## src/ifsb_cfg.svh

```systemverilog
// Offsets, field positions, masks and reset values of the flag bank.
`ifndef IFSB_CFG_SVH
`define IFSB_CFG_SVH

// ----------------------------------------------------------------------
// Widths
// ----------------------------------------------------------------------
`define IFSB_DW        16
`define IFSB_NW        4
`define IFSB_PAW       12
`define IFSB_PDW       32

// ----------------------------------------------------------------------
// Register byte offsets
// ----------------------------------------------------------------------
`define IFSB_OFF_FLAG0 12'h000
`define IFSB_OFF_FLAG1 12'h004
`define IFSB_OFF_FLAG2 12'h008
`define IFSB_OFF_FLAG3 12'h00c
`define IFSB_OFF_ENA0  12'h010
`define IFSB_OFF_ENA1  12'h014
`define IFSB_OFF_ENA2  12'h018
`define IFSB_OFF_ENA3  12'h01c
`define IFSB_OFF_EVT   12'h020
`define IFSB_OFF_EMSK  12'h024

// ----------------------------------------------------------------------
// Implemented-bit masks and reset values
// ----------------------------------------------------------------------
`define IFSB_IMPL0     16'hb9ef
`define IFSB_IMPL1     16'hf85f
`define IFSB_IMPL2     16'h0200
`define IFSB_IMPL3     16'h4006
`define IFSB_FLAG_RST  16'h0000
`define IFSB_ZERO16    16'h0000
`define IFSB_EVT_BIT   0

// ----------------------------------------------------------------------
// Flag bit positions
// ----------------------------------------------------------------------
`define IFSB_B0_MEMOP  15
`define IFSB_B0_ADC    13
`define IFSB_B0_S1TX   12
`define IFSB_B0_S1RX   11
`define IFSB_B0_CC2T   8
`define IFSB_B0_CC1T   7
`define IFSB_B0_CC4E   6
`define IFSB_B0_CC3E   5
`define IFSB_B0_TMR1   3
`define IFSB_B0_CC2E   2
`define IFSB_B0_CC1E   1
`define IFSB_B0_EXT0   0
`define IFSB_B1_S2TX   15
`define IFSB_B1_S2RX   14
`define IFSB_B1_EXT2   13
`define IFSB_B1_CC4T   12
`define IFSB_B1_CC3T   11
`define IFSB_B1_CC5E   6
`define IFSB_B1_EXT1   4
`define IFSB_B1_PCHG   3
`define IFSB_B1_CMP    2
`define IFSB_B1_P1BC   1
`define IFSB_B1_P1EV   0
`define IFSB_B2_CC5T   9
`define IFSB_B3_CAL    14
`define IFSB_B3_P2BC   2
`define IFSB_B3_P2EV   1

`endif

```

## src/ifsb_pkg.sv

```systemverilog
// Types shared by the flag bank modules.
`include "ifsb_cfg.svh"

package ifsb_pkg;

  typedef logic [`IFSB_DW-1:0] ifsb_word_type;

  typedef struct packed {
    logic memory_op_done_flag;
    logic adc_done_flag;
    logic serial1_transmit_flag;
    logic serial1_receive_flag;
    logic capcomp2_timer_flag;
    logic capcomp1_timer_flag;
    logic capcomp4_event_flag;
    logic capcomp3_event_flag;
    logic timer_one_flag;
    logic capcomp2_event_flag;
    logic capcomp1_event_flag;
    logic ext_irq0_flag;
    logic serial2_transmit_flag;
    logic serial2_receive_flag;
    logic ext_irq2_flag;
    logic capcomp4_timer_flag;
    logic capcomp3_timer_flag;
    logic capcomp5_event_flag;
    logic ext_irq1_flag;
    logic pin_change_flag;
    logic comparator_flag;
    logic port1_bus_collision_flag;
    logic port1_serial_event_flag;
    logic capcomp5_timer_flag;
    logic calendar_clock_flag;
    logic port2_bus_collision_flag;
    logic port2_serial_event_flag;
  } ifsb_src_type;

  typedef enum logic [1:0] {
    IFSB_IDLE   = 2'b00,
    IFSB_ANSWER = 2'b01
  } ifsb_phase_type;

  typedef struct packed {
    ifsb_word_type flags;
  } ifsb_word_state_type;

  typedef struct packed {
    ifsb_phase_type                   phase;
    logic                             pready;
    logic                             pslverr;
    logic [`IFSB_PDW-1:0]             prdata;
    logic [`IFSB_NW-1:0][`IFSB_DW-1:0] ena;
    logic                             evt_stat;
    logic                             evt_mask;
    logic                             irq;
  } ifsb_state_type;

endpackage : ifsb_pkg

```

## src/ifsb_flag_word.sv

```systemverilog
// One flag status word: hardware set, software write, set wins.
`timescale 1ns/1ps
`default_nettype none

module ifsb_flag_word
  import ifsb_pkg::*;
#(
  parameter ifsb_word_type IMPL = `IFSB_ZERO16
) (
  input  wire logic          pclk,
  input  wire logic          presetn,
  input  wire logic          pce,
  input  wire ifsb_word_type hw_set,
  input  wire logic          wr_en,
  input  wire ifsb_word_type wr_data,
  output var  ifsb_word_type flags
);

  ifsb_word_state_type st_q;
  ifsb_word_state_type st_d;

  // A hardware set in the same cycle as a software clear wins.
  always_comb begin
    st_d = st_q;
    if (wr_en) begin
      st_d.flags = wr_data;
    end
    st_d.flags = (st_d.flags | hw_set) & IMPL;
  end

  always_ff @(posedge pclk or negedge presetn) begin
    if (!presetn) begin
      st_q.flags <= `IFSB_FLAG_RST;
    end else if (pce) begin
      st_q <= st_d;
    end
  end

  assign flags = st_q.flags;
endmodule : ifsb_flag_word

`default_nettype wire

```

## src/ifsb_top.sv

```systemverilog
// APB flag status bank with per-flag enables and one interrupt line.
`timescale 1ns/1ps
`default_nettype none

module ifsb_top
  import ifsb_pkg::*;
(
  input  wire logic                 pclk,
  input  wire logic                 presetn,
  input  wire logic                 pce,
  input  wire logic                 psel,
  input  wire logic                 penable,
  input  wire logic                 pwrite,
  input  wire logic [`IFSB_PAW-1:0] paddr,
  input  wire logic [`IFSB_PDW-1:0] pwdata,
  input  wire logic [3:0]           pstrb,
  input  wire ifsb_src_type         src_req,
  output var  logic [`IFSB_PDW-1:0] prdata,
  output var  logic                 pready,
  output var  logic                 pslverr,
  output var  logic                 irq
);

  // ----------------------------------------------------------------------
  // Declarations
  // ----------------------------------------------------------------------
  localparam logic [`IFSB_NW-1:0][`IFSB_DW-1:0] IMPL = {
    `IFSB_IMPL3, `IFSB_IMPL2, `IFSB_IMPL1, `IFSB_IMPL0
  };

  ifsb_state_type                    st_q;
  ifsb_state_type                    st_d;
  logic [`IFSB_NW-1:0][`IFSB_DW-1:0] flags_all;
  logic [`IFSB_NW-1:0][`IFSB_DW-1:0] set_v;
  logic [`IFSB_NW-1:0][`IFSB_DW-1:0] wdat_v;
  logic [`IFSB_NW-1:0]               wr_v;
  logic [`IFSB_NW-1:0]               sel_flag;
  logic [`IFSB_NW-1:0]               sel_ena;
  logic                              sel_evt;
  logic                              sel_emsk;
  logic                              mapped;
  logic [`IFSB_DW-1:0]               rd_word;
  logic [`IFSB_DW-1:0]               lane_mask;
  logic                              fire;
  logic                              wr_fire;
  logic                              pend;

  // ----------------------------------------------------------------------
  // Request routing
  // ----------------------------------------------------------------------
  // A source held high sets its flag every cycle, so a software
  // clear cannot win until the source lets go.
  always_comb begin
    set_v = '0;
    set_v[0][`IFSB_B0_MEMOP] = src_req.memory_op_done_flag;
    set_v[0][`IFSB_B0_ADC]   = src_req.adc_done_flag;
    set_v[0][`IFSB_B0_S1TX]  = src_req.serial1_transmit_flag;
    set_v[0][`IFSB_B0_S1RX]  = src_req.serial1_receive_flag;
    set_v[0][`IFSB_B0_CC2T]  = src_req.capcomp2_timer_flag;
    set_v[0][`IFSB_B0_CC1T]  = src_req.capcomp1_timer_flag;
    set_v[0][`IFSB_B0_CC4E]  = src_req.capcomp4_event_flag;
    set_v[0][`IFSB_B0_CC3E]  = src_req.capcomp3_event_flag;
    set_v[0][`IFSB_B0_TMR1]  = src_req.timer_one_flag;
    set_v[0][`IFSB_B0_CC2E]  = src_req.capcomp2_event_flag;
    set_v[0][`IFSB_B0_CC1E]  = src_req.capcomp1_event_flag;
    set_v[0][`IFSB_B0_EXT0]  = src_req.ext_irq0_flag;
    set_v[1][`IFSB_B1_S2TX]  = src_req.serial2_transmit_flag;
    set_v[1][`IFSB_B1_S2RX]  = src_req.serial2_receive_flag;
    set_v[1][`IFSB_B1_EXT2]  = src_req.ext_irq2_flag;
    set_v[1][`IFSB_B1_CC4T]  = src_req.capcomp4_timer_flag;
    set_v[1][`IFSB_B1_CC3T]  = src_req.capcomp3_timer_flag;
    set_v[1][`IFSB_B1_CC5E]  = src_req.capcomp5_event_flag;
    set_v[1][`IFSB_B1_EXT1]  = src_req.ext_irq1_flag;
    set_v[1][`IFSB_B1_PCHG]  = src_req.pin_change_flag;
    set_v[1][`IFSB_B1_CMP]   = src_req.comparator_flag;
    set_v[1][`IFSB_B1_P1BC]  = src_req.port1_bus_collision_flag;
    set_v[1][`IFSB_B1_P1EV]  = src_req.port1_serial_event_flag;
    set_v[2][`IFSB_B2_CC5T]  = src_req.capcomp5_timer_flag;
    set_v[3][`IFSB_B3_CAL]   = src_req.calendar_clock_flag;
    set_v[3][`IFSB_B3_P2BC]  = src_req.port2_bus_collision_flag;
    set_v[3][`IFSB_B3_P2EV]  = src_req.port2_serial_event_flag;
  end

  // ----------------------------------------------------------------------
  // Address decode and read data
  // ----------------------------------------------------------------------
  // Read data is captured in the setup cycle, so a flag set during
  // the access phase shows on the next read.
  always_comb begin
    sel_flag = '0;
    sel_ena  = '0;
    sel_evt  = 1'b0;
    sel_emsk = 1'b0;
    rd_word  = `IFSB_ZERO16;
    case (paddr)
      `IFSB_OFF_FLAG0: begin
        sel_flag[0] = 1'b1;
        rd_word     = flags_all[0];
      end
      `IFSB_OFF_FLAG1: begin
        sel_flag[1] = 1'b1;
        rd_word     = flags_all[1];
      end
      `IFSB_OFF_FLAG2: begin
        sel_flag[2] = 1'b1;
        rd_word     = flags_all[2];
      end
      `IFSB_OFF_FLAG3: begin
        sel_flag[3] = 1'b1;
        rd_word     = flags_all[3];
      end
      `IFSB_OFF_ENA0: begin
        sel_ena[0] = 1'b1;
        rd_word    = st_q.ena[0];
      end
      `IFSB_OFF_ENA1: begin
        sel_ena[1] = 1'b1;
        rd_word    = st_q.ena[1];
      end
      `IFSB_OFF_ENA2: begin
        sel_ena[2] = 1'b1;
        rd_word    = st_q.ena[2];
      end
      `IFSB_OFF_ENA3: begin
        sel_ena[3] = 1'b1;
        rd_word    = st_q.ena[3];
      end
      `IFSB_OFF_EVT: begin
        sel_evt = 1'b1;
        rd_word[`IFSB_EVT_BIT] = st_q.evt_stat;
      end
      `IFSB_OFF_EMSK: begin
        sel_emsk = 1'b1;
        rd_word[`IFSB_EVT_BIT] = st_q.evt_mask;
      end
      default: begin
        rd_word = `IFSB_ZERO16;
      end
    endcase
    mapped = (|sel_flag) | (|sel_ena) | sel_evt | sel_emsk;
  end

  // Only byte lanes 0 and 1 carry register bits.
  assign lane_mask = {{8{pstrb[1]}}, {8{pstrb[0]}}};
  assign fire      = (st_q.phase == IFSB_ANSWER) && psel && penable;
  assign wr_fire   = fire && pwrite && mapped;
  assign pend      = |(flags_all & st_q.ena);

  // ----------------------------------------------------------------------
  // Flag words
  // ----------------------------------------------------------------------
  for (genvar gi = 0; gi < `IFSB_NW; gi++) begin : g_word
    assign wr_v[gi]   = wr_fire && sel_flag[gi];
    assign wdat_v[gi] = (flags_all[gi] & ~lane_mask)
                      | (pwdata[`IFSB_DW-1:0] & lane_mask);

    ifsb_flag_word #(
      .IMPL (IMPL[gi])
    ) u_word (
      .pclk    (pclk),
      .presetn (presetn),
      .pce     (pce),
      .hw_set  (set_v[gi]),
      .wr_en   (wr_v[gi]),
      .wr_data (wdat_v[gi]),
      .flags   (flags_all[gi])
    );
  end

  // ----------------------------------------------------------------------
  // Bus slave, enables and interrupt
  // ----------------------------------------------------------------------
  always_comb begin
    st_d = st_q;
    unique case (st_q.phase)
      IFSB_IDLE: begin
        if (psel && !penable) begin
          st_d.phase   = IFSB_ANSWER;
          st_d.pready  = 1'b1;
          st_d.pslverr = !mapped;
          st_d.prdata  = {{(`IFSB_PDW-`IFSB_DW){1'b0}}, rd_word};
        end
      end
      IFSB_ANSWER: begin
        if (psel && penable) begin
          st_d.phase   = IFSB_IDLE;
          st_d.pready  = 1'b0;
          st_d.pslverr = 1'b0;
        end
      end
    endcase
    if (wr_fire) begin
      for (int i = 0; i < `IFSB_NW; i++) begin
        if (sel_ena[i]) begin
          st_d.ena[i] = ((st_q.ena[i] & ~lane_mask)
                      | (pwdata[`IFSB_DW-1:0] & lane_mask)) & IMPL[i];
        end
      end
      if (sel_emsk && pstrb[0]) begin
        st_d.evt_mask = pwdata[`IFSB_EVT_BIT];
      end
      if (sel_evt && pstrb[0] && pwdata[`IFSB_EVT_BIT]) begin
        st_d.evt_stat = 1'b0;
      end
    end
    // An unmapped access sets the event after any clear, so it wins.
    if (fire && !mapped) begin
      st_d.evt_stat = 1'b1;
    end
    st_d.irq = pend | (st_q.evt_stat & st_q.evt_mask);
  end

  always_ff @(posedge pclk or negedge presetn) begin
    if (!presetn) begin
      st_q <= '0;
    end else if (pce) begin
      st_q <= st_d;
    end
  end

  assign prdata  = st_q.prdata;
  assign pready  = st_q.pready;
  assign pslverr = st_q.pslverr;
  assign irq     = st_q.irq;
endmodule : ifsb_top

`default_nettype wire

```

## config.mk

```make
export PLATFORM = sky130hd
export DESIGN_NAME = ifsb_top
export DESIGN_NICKNAME = d
export VERILOG_FILES = /design/src/ifsb_pkg.sv /design/src/ifsb_flag_word.sv /design/src/ifsb_top.sv
export VERILOG_INCLUDE_DIRS = /design/src
export SDC_FILE = /design/constraint.sdc
export NUM_CORES = 1
export LEC_CHECK = 0
export BUFFER_PORTS_ARGS = -buffer_cell sky130_fd_sc_hd__buf_2
export CAP_MARGIN = 15
export CORE_AREA = 8 8 114 116
export CTS_CLUSTER_DIAMETER = 150
export DETAILED_ROUTE_END_ITERATION = 8
export DIE_AREA = 0 0 122 124
export HOLD_SLACK_MARGIN = 0.06
export PLACE_DENSITY = 0.75
export SETUP_SLACK_MARGIN = 0.15
export SYNTH_ARGS = -nofsm -noshare
export SYNTH_HDL_FRONTEND = slang
export SYNTH_HIERARCHICAL = 1
export SYNTH_SLANG_ARGS = --single-unit
```

## constraint.sdc

```tcl
create_clock -name pclk -period 1.9 [get_ports pclk]
set_input_delay 0.095 -clock pclk [delete_from_list [all_inputs] [get_ports pclk]]
set_output_delay 0.095 -clock pclk [all_outputs]
set_load 0.01 [all_outputs]
```

Yosys cells after proc, flatten, opt, wreduce, memory -nomap -nowiden
Cells that the tools add are included.
{ "totals": {"memories": 0, "latchBits": 0, "word_cells": 109, "mem_bits_ro": 0, "regBits": 77, "out_inout_bits": 35, "ram_bits": 0} }
{ "op_classes": {"n_div": 0, "n_lt_le_gt_ge": 0, "n_mux": 23, "multipliers": 0, "eq_ne": 12, "addsub": 0, "bitwise_logic": 28, "reduce_logical": 31, "shifts": 0} }
{ "op_table": {"columns": ["operator", "n"], "rows": [
  ["$pmux W15 S8", 1],
  ["$or A16 B16 Y16", 6],
  ["$and A16 B16 Y16", 5],
  ["$reduce_or A64 Y1", 1],
  ["$and A63 B63 Y63", 1],
  ["$eq A12 B5 Y1 const B", 4],
  ["$or A15 B15 Y15", 3],
  ["$mux W36", 1],
  ["$mux W16", 2],
  ["$and A15 B15 Y15", 2],
  ["$or A10 B10 Y10", 3],
  ["$eq A12 B4 Y1 const B", 2],
  ["$eq A12 B6 Y1 const B", 2],
  ["$reduce_and A3 Y1", 8],
  ["$and A10 B10 Y10", 2],
  ["$not A16 Y16", 1],
  ["$mux W15", 1],
  ["$logic_and A1 B1 Y1", 14],
  ["$mux W1", 13],
  ["$eq A12 B3 Y1 const B", 1],
  ["$logic_not A12 Y1", 1],
  ["$mux W10", 1],
  ["$pmux W4 S2", 1],
  ["$reduce_or A4 Y1", 2],
  ["other kinds (11)", 16]
]} }

Longest topological paths before layout
{ "logic_depth": {"word_depth": 10, "mapped_depth": 9, "ltp_nobuf": 6} }

Modules after synthesis
Netlist, hierarchy kept.
{ "modules_own_cells": {"columns": ["mod", "area_each_um2", "cells_each", "n_inst", "seq_area_each_um2"], "rows": [
  ["ifsb_top", 3925.0, 481, 1, 1201.2],
  ["ifsb_flag_word at g_word[0].u_word", 569.3, 45, 1, 300.3],
  ["ifsb_flag_word at g_word[1].u_word", 534.3, 43, 1, 275.3],
  ["ifsb_flag_word at g_word[3].u_word", 235.2, 24, 1, 75.1],
  ["ifsb_flag_word at g_word[2].u_word", 165.2, 21, 1, 25.0]
]} }

Least setup slack after synthesis
OpenSTA, ideal clock, no wires.
{ "synth_path": {"path_kind": "input to register", "from": "input port paddr[9]", "to": "register, netlist name g_word[1].u_word/flags[0]", "path_stages": 8, "setup_ns": 0.126, "setup_slack_ns": -0.196, "arrival_ns": 1.969, "required_ns": 1.774, "cell_sequence": "or4_4 > buf_6 > nor3_1 > nand4_1 > nor3_1 > nand2_1 > buf_6 > o32a_1"} }
{ "synth_via": {"elab_chain_cells": 10} }
{ "synth_rtl": {"columns": ["item", "line", "text"], "rows": [
  ["start: declaration", "ifsb_top.sv:14", "input wire logic [`IFSB_PAW-1:0] paddr,"],
  ["$eq A12 B3 Y1 (tied with other cells)", "ifsb_top.sv:95", "case (paddr)"],
  ["$mux W1", "ifsb_top.sv:95", null],
  ["$reduce_or A4 Y1", "ifsb_top.sv:140", "mapped = (|sel_flag) | (|sel_ena) | sel_evt | sel_emsk;"],
  ["$or A1 B1 Y1 (3 in series)", "ifsb_top.sv:140", null],
  ["$logic_and A1 B1 Y1", "ifsb_top.sv:146", "assign wr_fire = fire && pwrite && mapped;"],
  ["$logic_and A1 B1 Y1 (*)", "ifsb_top.sv:153", "assign wr_v[gi] = wr_fire && sel_flag[gi];"],
  ["net wr_v[1]", "ifsb_top.sv:36", "logic [`IFSB_NW-1:0] wr_v;"],
  ["$mux W16 (*)", "ifsb_flag_word.sv:25", "if (wr_en) begin"],
  ["$or A16 B16 Y16 (*)", "ifsb_flag_word.sv:28", "st_d.flags = (st_d.flags | hw_set) & IMPL;"]
]} }
The timed path passes the listed nets; every way through them passes the cells marked *.
A chain may end at the register's enable or synchronous reset.

Worst setup path after layout
{ "layout_path": {"from": "register st_q[101] (netlist bit)", "to": "register st_q[11] (netlist bit)"} }
{ "layout_via": {"elab_chain_cells": 6} }
{ "layout_rtl": {"columns": ["item", "line", "text"], "rows": [
  ["start: declaration", "ifsb_top.sv:31", "ifsb_state_type st_q;"],
  ["start signal: assignment", "ifsb_top.sv:217", "st_q <= st_d;"],
  ["$eq A2 B1 Y1", "ifsb_top.sv:145", "assign fire = (st_q.phase == IFSB_ANSWER) && psel && penable;"],
  ["$logic_and A1 B1 Y1 (2 in series)", "ifsb_top.sv:145", null],
  ["$logic_and A1 B1 Y1 (2 in series)", "ifsb_top.sv:146", null],
  ["$reduce_and A3 Y1 (no line)", null, null]
]} }
Every way passes these cells.

==> results by group <==
Synth
  • Syn avg cell area: 9.43 um2
  • Mapped Cells: 542
  • Mapped cell area: 5110 um2
  • Synthesis Warnings: 6

STA
  • Setup Skew: 0.00534 ns
  • RSZ-0062 raised after global routing: yes
  • Hold violation count in the final report: 0
  • Sum of negative setup slack: 0 ns
  • Rel. slew slack: 53.6%
  • Final worst setup slack: 0.175 ns
  • Period utilisation layout: 90.8%
  • Final Setup Violations: 0
  • Hold WS: 0.0757 ns
  • Max Transition Viols Final: 0
  • Post-route minimum period: 1.72 ns
  • FMAX: 580 MHz
  • Worst-margin pin slew: 0.695 ns

Floorplanning
  • Core Rows: 39
  • Die W: 122 um
  • Core area: 11200 um2
  • Die Y-Extent: 124 um
  • IO Count: 116
  • Initial core utilization: 45.8%
  • DIE AREA: 15100 um2

Global routing
  • Largest net degree at the start of global routing: 76
  • First-pass GRT wire length: 24.1 mm
  • Initial antenna violation count: 0
  • Global-route usage over all layers: 20.4%
  • Vias in the first global route: 4643
  • Total gr overflow: 0

Routing
  • Starting DRC count in detailed routing: 320
  • WL/cell: 18.8 um
  • Drt via density: 5.65
  • Drt drc: 0
  • Via count: 4614
  • DRT Pass-1 Iters: 5
  • Final WL: 15.4 mm
  • DRT antenna net count: 0

Placement
  • Placed insts: 756
  • GP Congestion: 0.933
  • Post-place setup slack: -0.173 ns
  • PortBufs: 80
  • DPL Wire Length: 11.5 mm

Setup path
  • Startpoint Class: register
  • Most used cell, CP: buf_4
  • Critical path class: reg2reg
  • Family with the most delay on the worst path: simple AND/OR/NAND/NOR gates
  • Critical path arrival: 1.94 ns
  • Crit Path Max Fanout: 5
  • Slowest cell on crit path: dfrtp_1
  • Worst setup EP type: register
  • Cell Chain, Critical Path: and4_4 -> nand4_1 -> buf_4 -> nor4_4 -> buf_4 -> mux2_2
  • Delay of the slowest critical-path stage: 0.34 ns
  • CP bufs+invs: 2
  • WP data required: 2.12 ns

Finish
  • NumNets Final: 750
  • ANT cells: 0
  • Fillers: 976
  • Final Non-Filler Cells: 817
  • Most frequent cells in the layout: buf_2, dfrtp_1, conb_1
  • Share of layout cells above drive strength 1: 30.0%
  • Area Overhead vs Synth: 24.9%
  • Commonest non-fill, non-tap cell in the layout: buf_2

CTS
  • Clk buf depth: 2
  • Root buffer cell: clkbuf_16
  • H-tree depth: 3
  • Inserted Clock Buffers: 9
  • Clock transition at path regs: 0.06 ns
  • CTS sink count: 75
  • TritonCTS clock tree: done
  • Clk_lat worst skew: 0.34 ns

Outcome
  • Run status: complete, no violations

Min path
  • Hold crit path type: in2reg

Power and ir drop
  • Tot Pwr: 0.00394 W
  • Leakage: 2.98 nW
  • Worst vdd ir: 0.000387 V
  • Power density cells: 617 nW/um2

Flow run
  • Max Cap Viol: 0
==> sequential cells by signal, summed over array words and instances (netlist names) <==
name and flops:
st_q 30, irq 1, g_word.u_word/flags 27, pslverr 1, prdata 16
==> per-layer routing <==
metal  vias to the layer above  part of all wire [%]  GRT usage, %
met5                         -                     0             0
met4                         0                   2.4          9.18
met3                        30                   8.7          4.40
met2                       229                    44          31.6
met1                      2212                    44          27.0
li1                       2143                     -             -
==> metrics by stage <==
step / instance area (um2) / util (%)
floorplan: 5310 / -
finish: 6380 / 57.1
global placement: 5570 / 49.8
global route: 6380 / 57.1
CTS: 6320 / 56.5
detailed placement: 5570 / 49.8
==> worst reg2reg max path: stages, from the launching register on <==
cell and delay (ns):
dfrtp_1 0.34, and4_4 0.25, nand4_1 0.15, buf_4 0.19
nor4_4 0.13, buf_4 0.20, mux2_2 0.34
==> what timing repair did <==
action | in CTS | in global routing
buffers inserted | 1 | 1
resized for setup | 2 | 18
pin swaps | 2 | 1
setup endpoints to repair | 18 | 60
hold buffers | 43 | 0
hold endpoints to repair | 124 | 0
==> report_power, final <==
part	internal, W	total, W	leakage [nW]	switching (W)
Sequential	0.00161	0.00162	0.897	0.0000129
Combinational	0.000256	0.000571	1.94	0.000314
Clock	0.00106	0.00174	0.142	0.000685
==> final timing paths <==
check / startpoint / end / slack [ns] / cells after the start
worst min-delay path: pwdata[1] / st_q[4] / 0.08 / 2
min in group asynchronous: presetn / g_word[0].u_word/flags[5] / 0.31 / 3
max in group asynchronous: presetn / prdata[15] / 1.27 / 3
worst max-delay path: st_q[101] / st_q[11] / 0.18 / 6
worst min register to register: prdata[10] / prdata[10] / 0.48 / 2
worst max register to register: st_q[101] / st_q[11] / 0.18 / 6
==> area by class of cell <==
cell class	instances	area [um2]	share of cell area, %
multi-input combinational	381	2680	42.0
clock inverter	5	62.6	0.980
clock buffer	11	243	3.80
sequential	75	1880	29.4
timing repair buffer	170	1220	19.2
tap	143	179	2.80
inverter	32	120	1.88
Note: power is estimated with default switching activity, not from simulation.
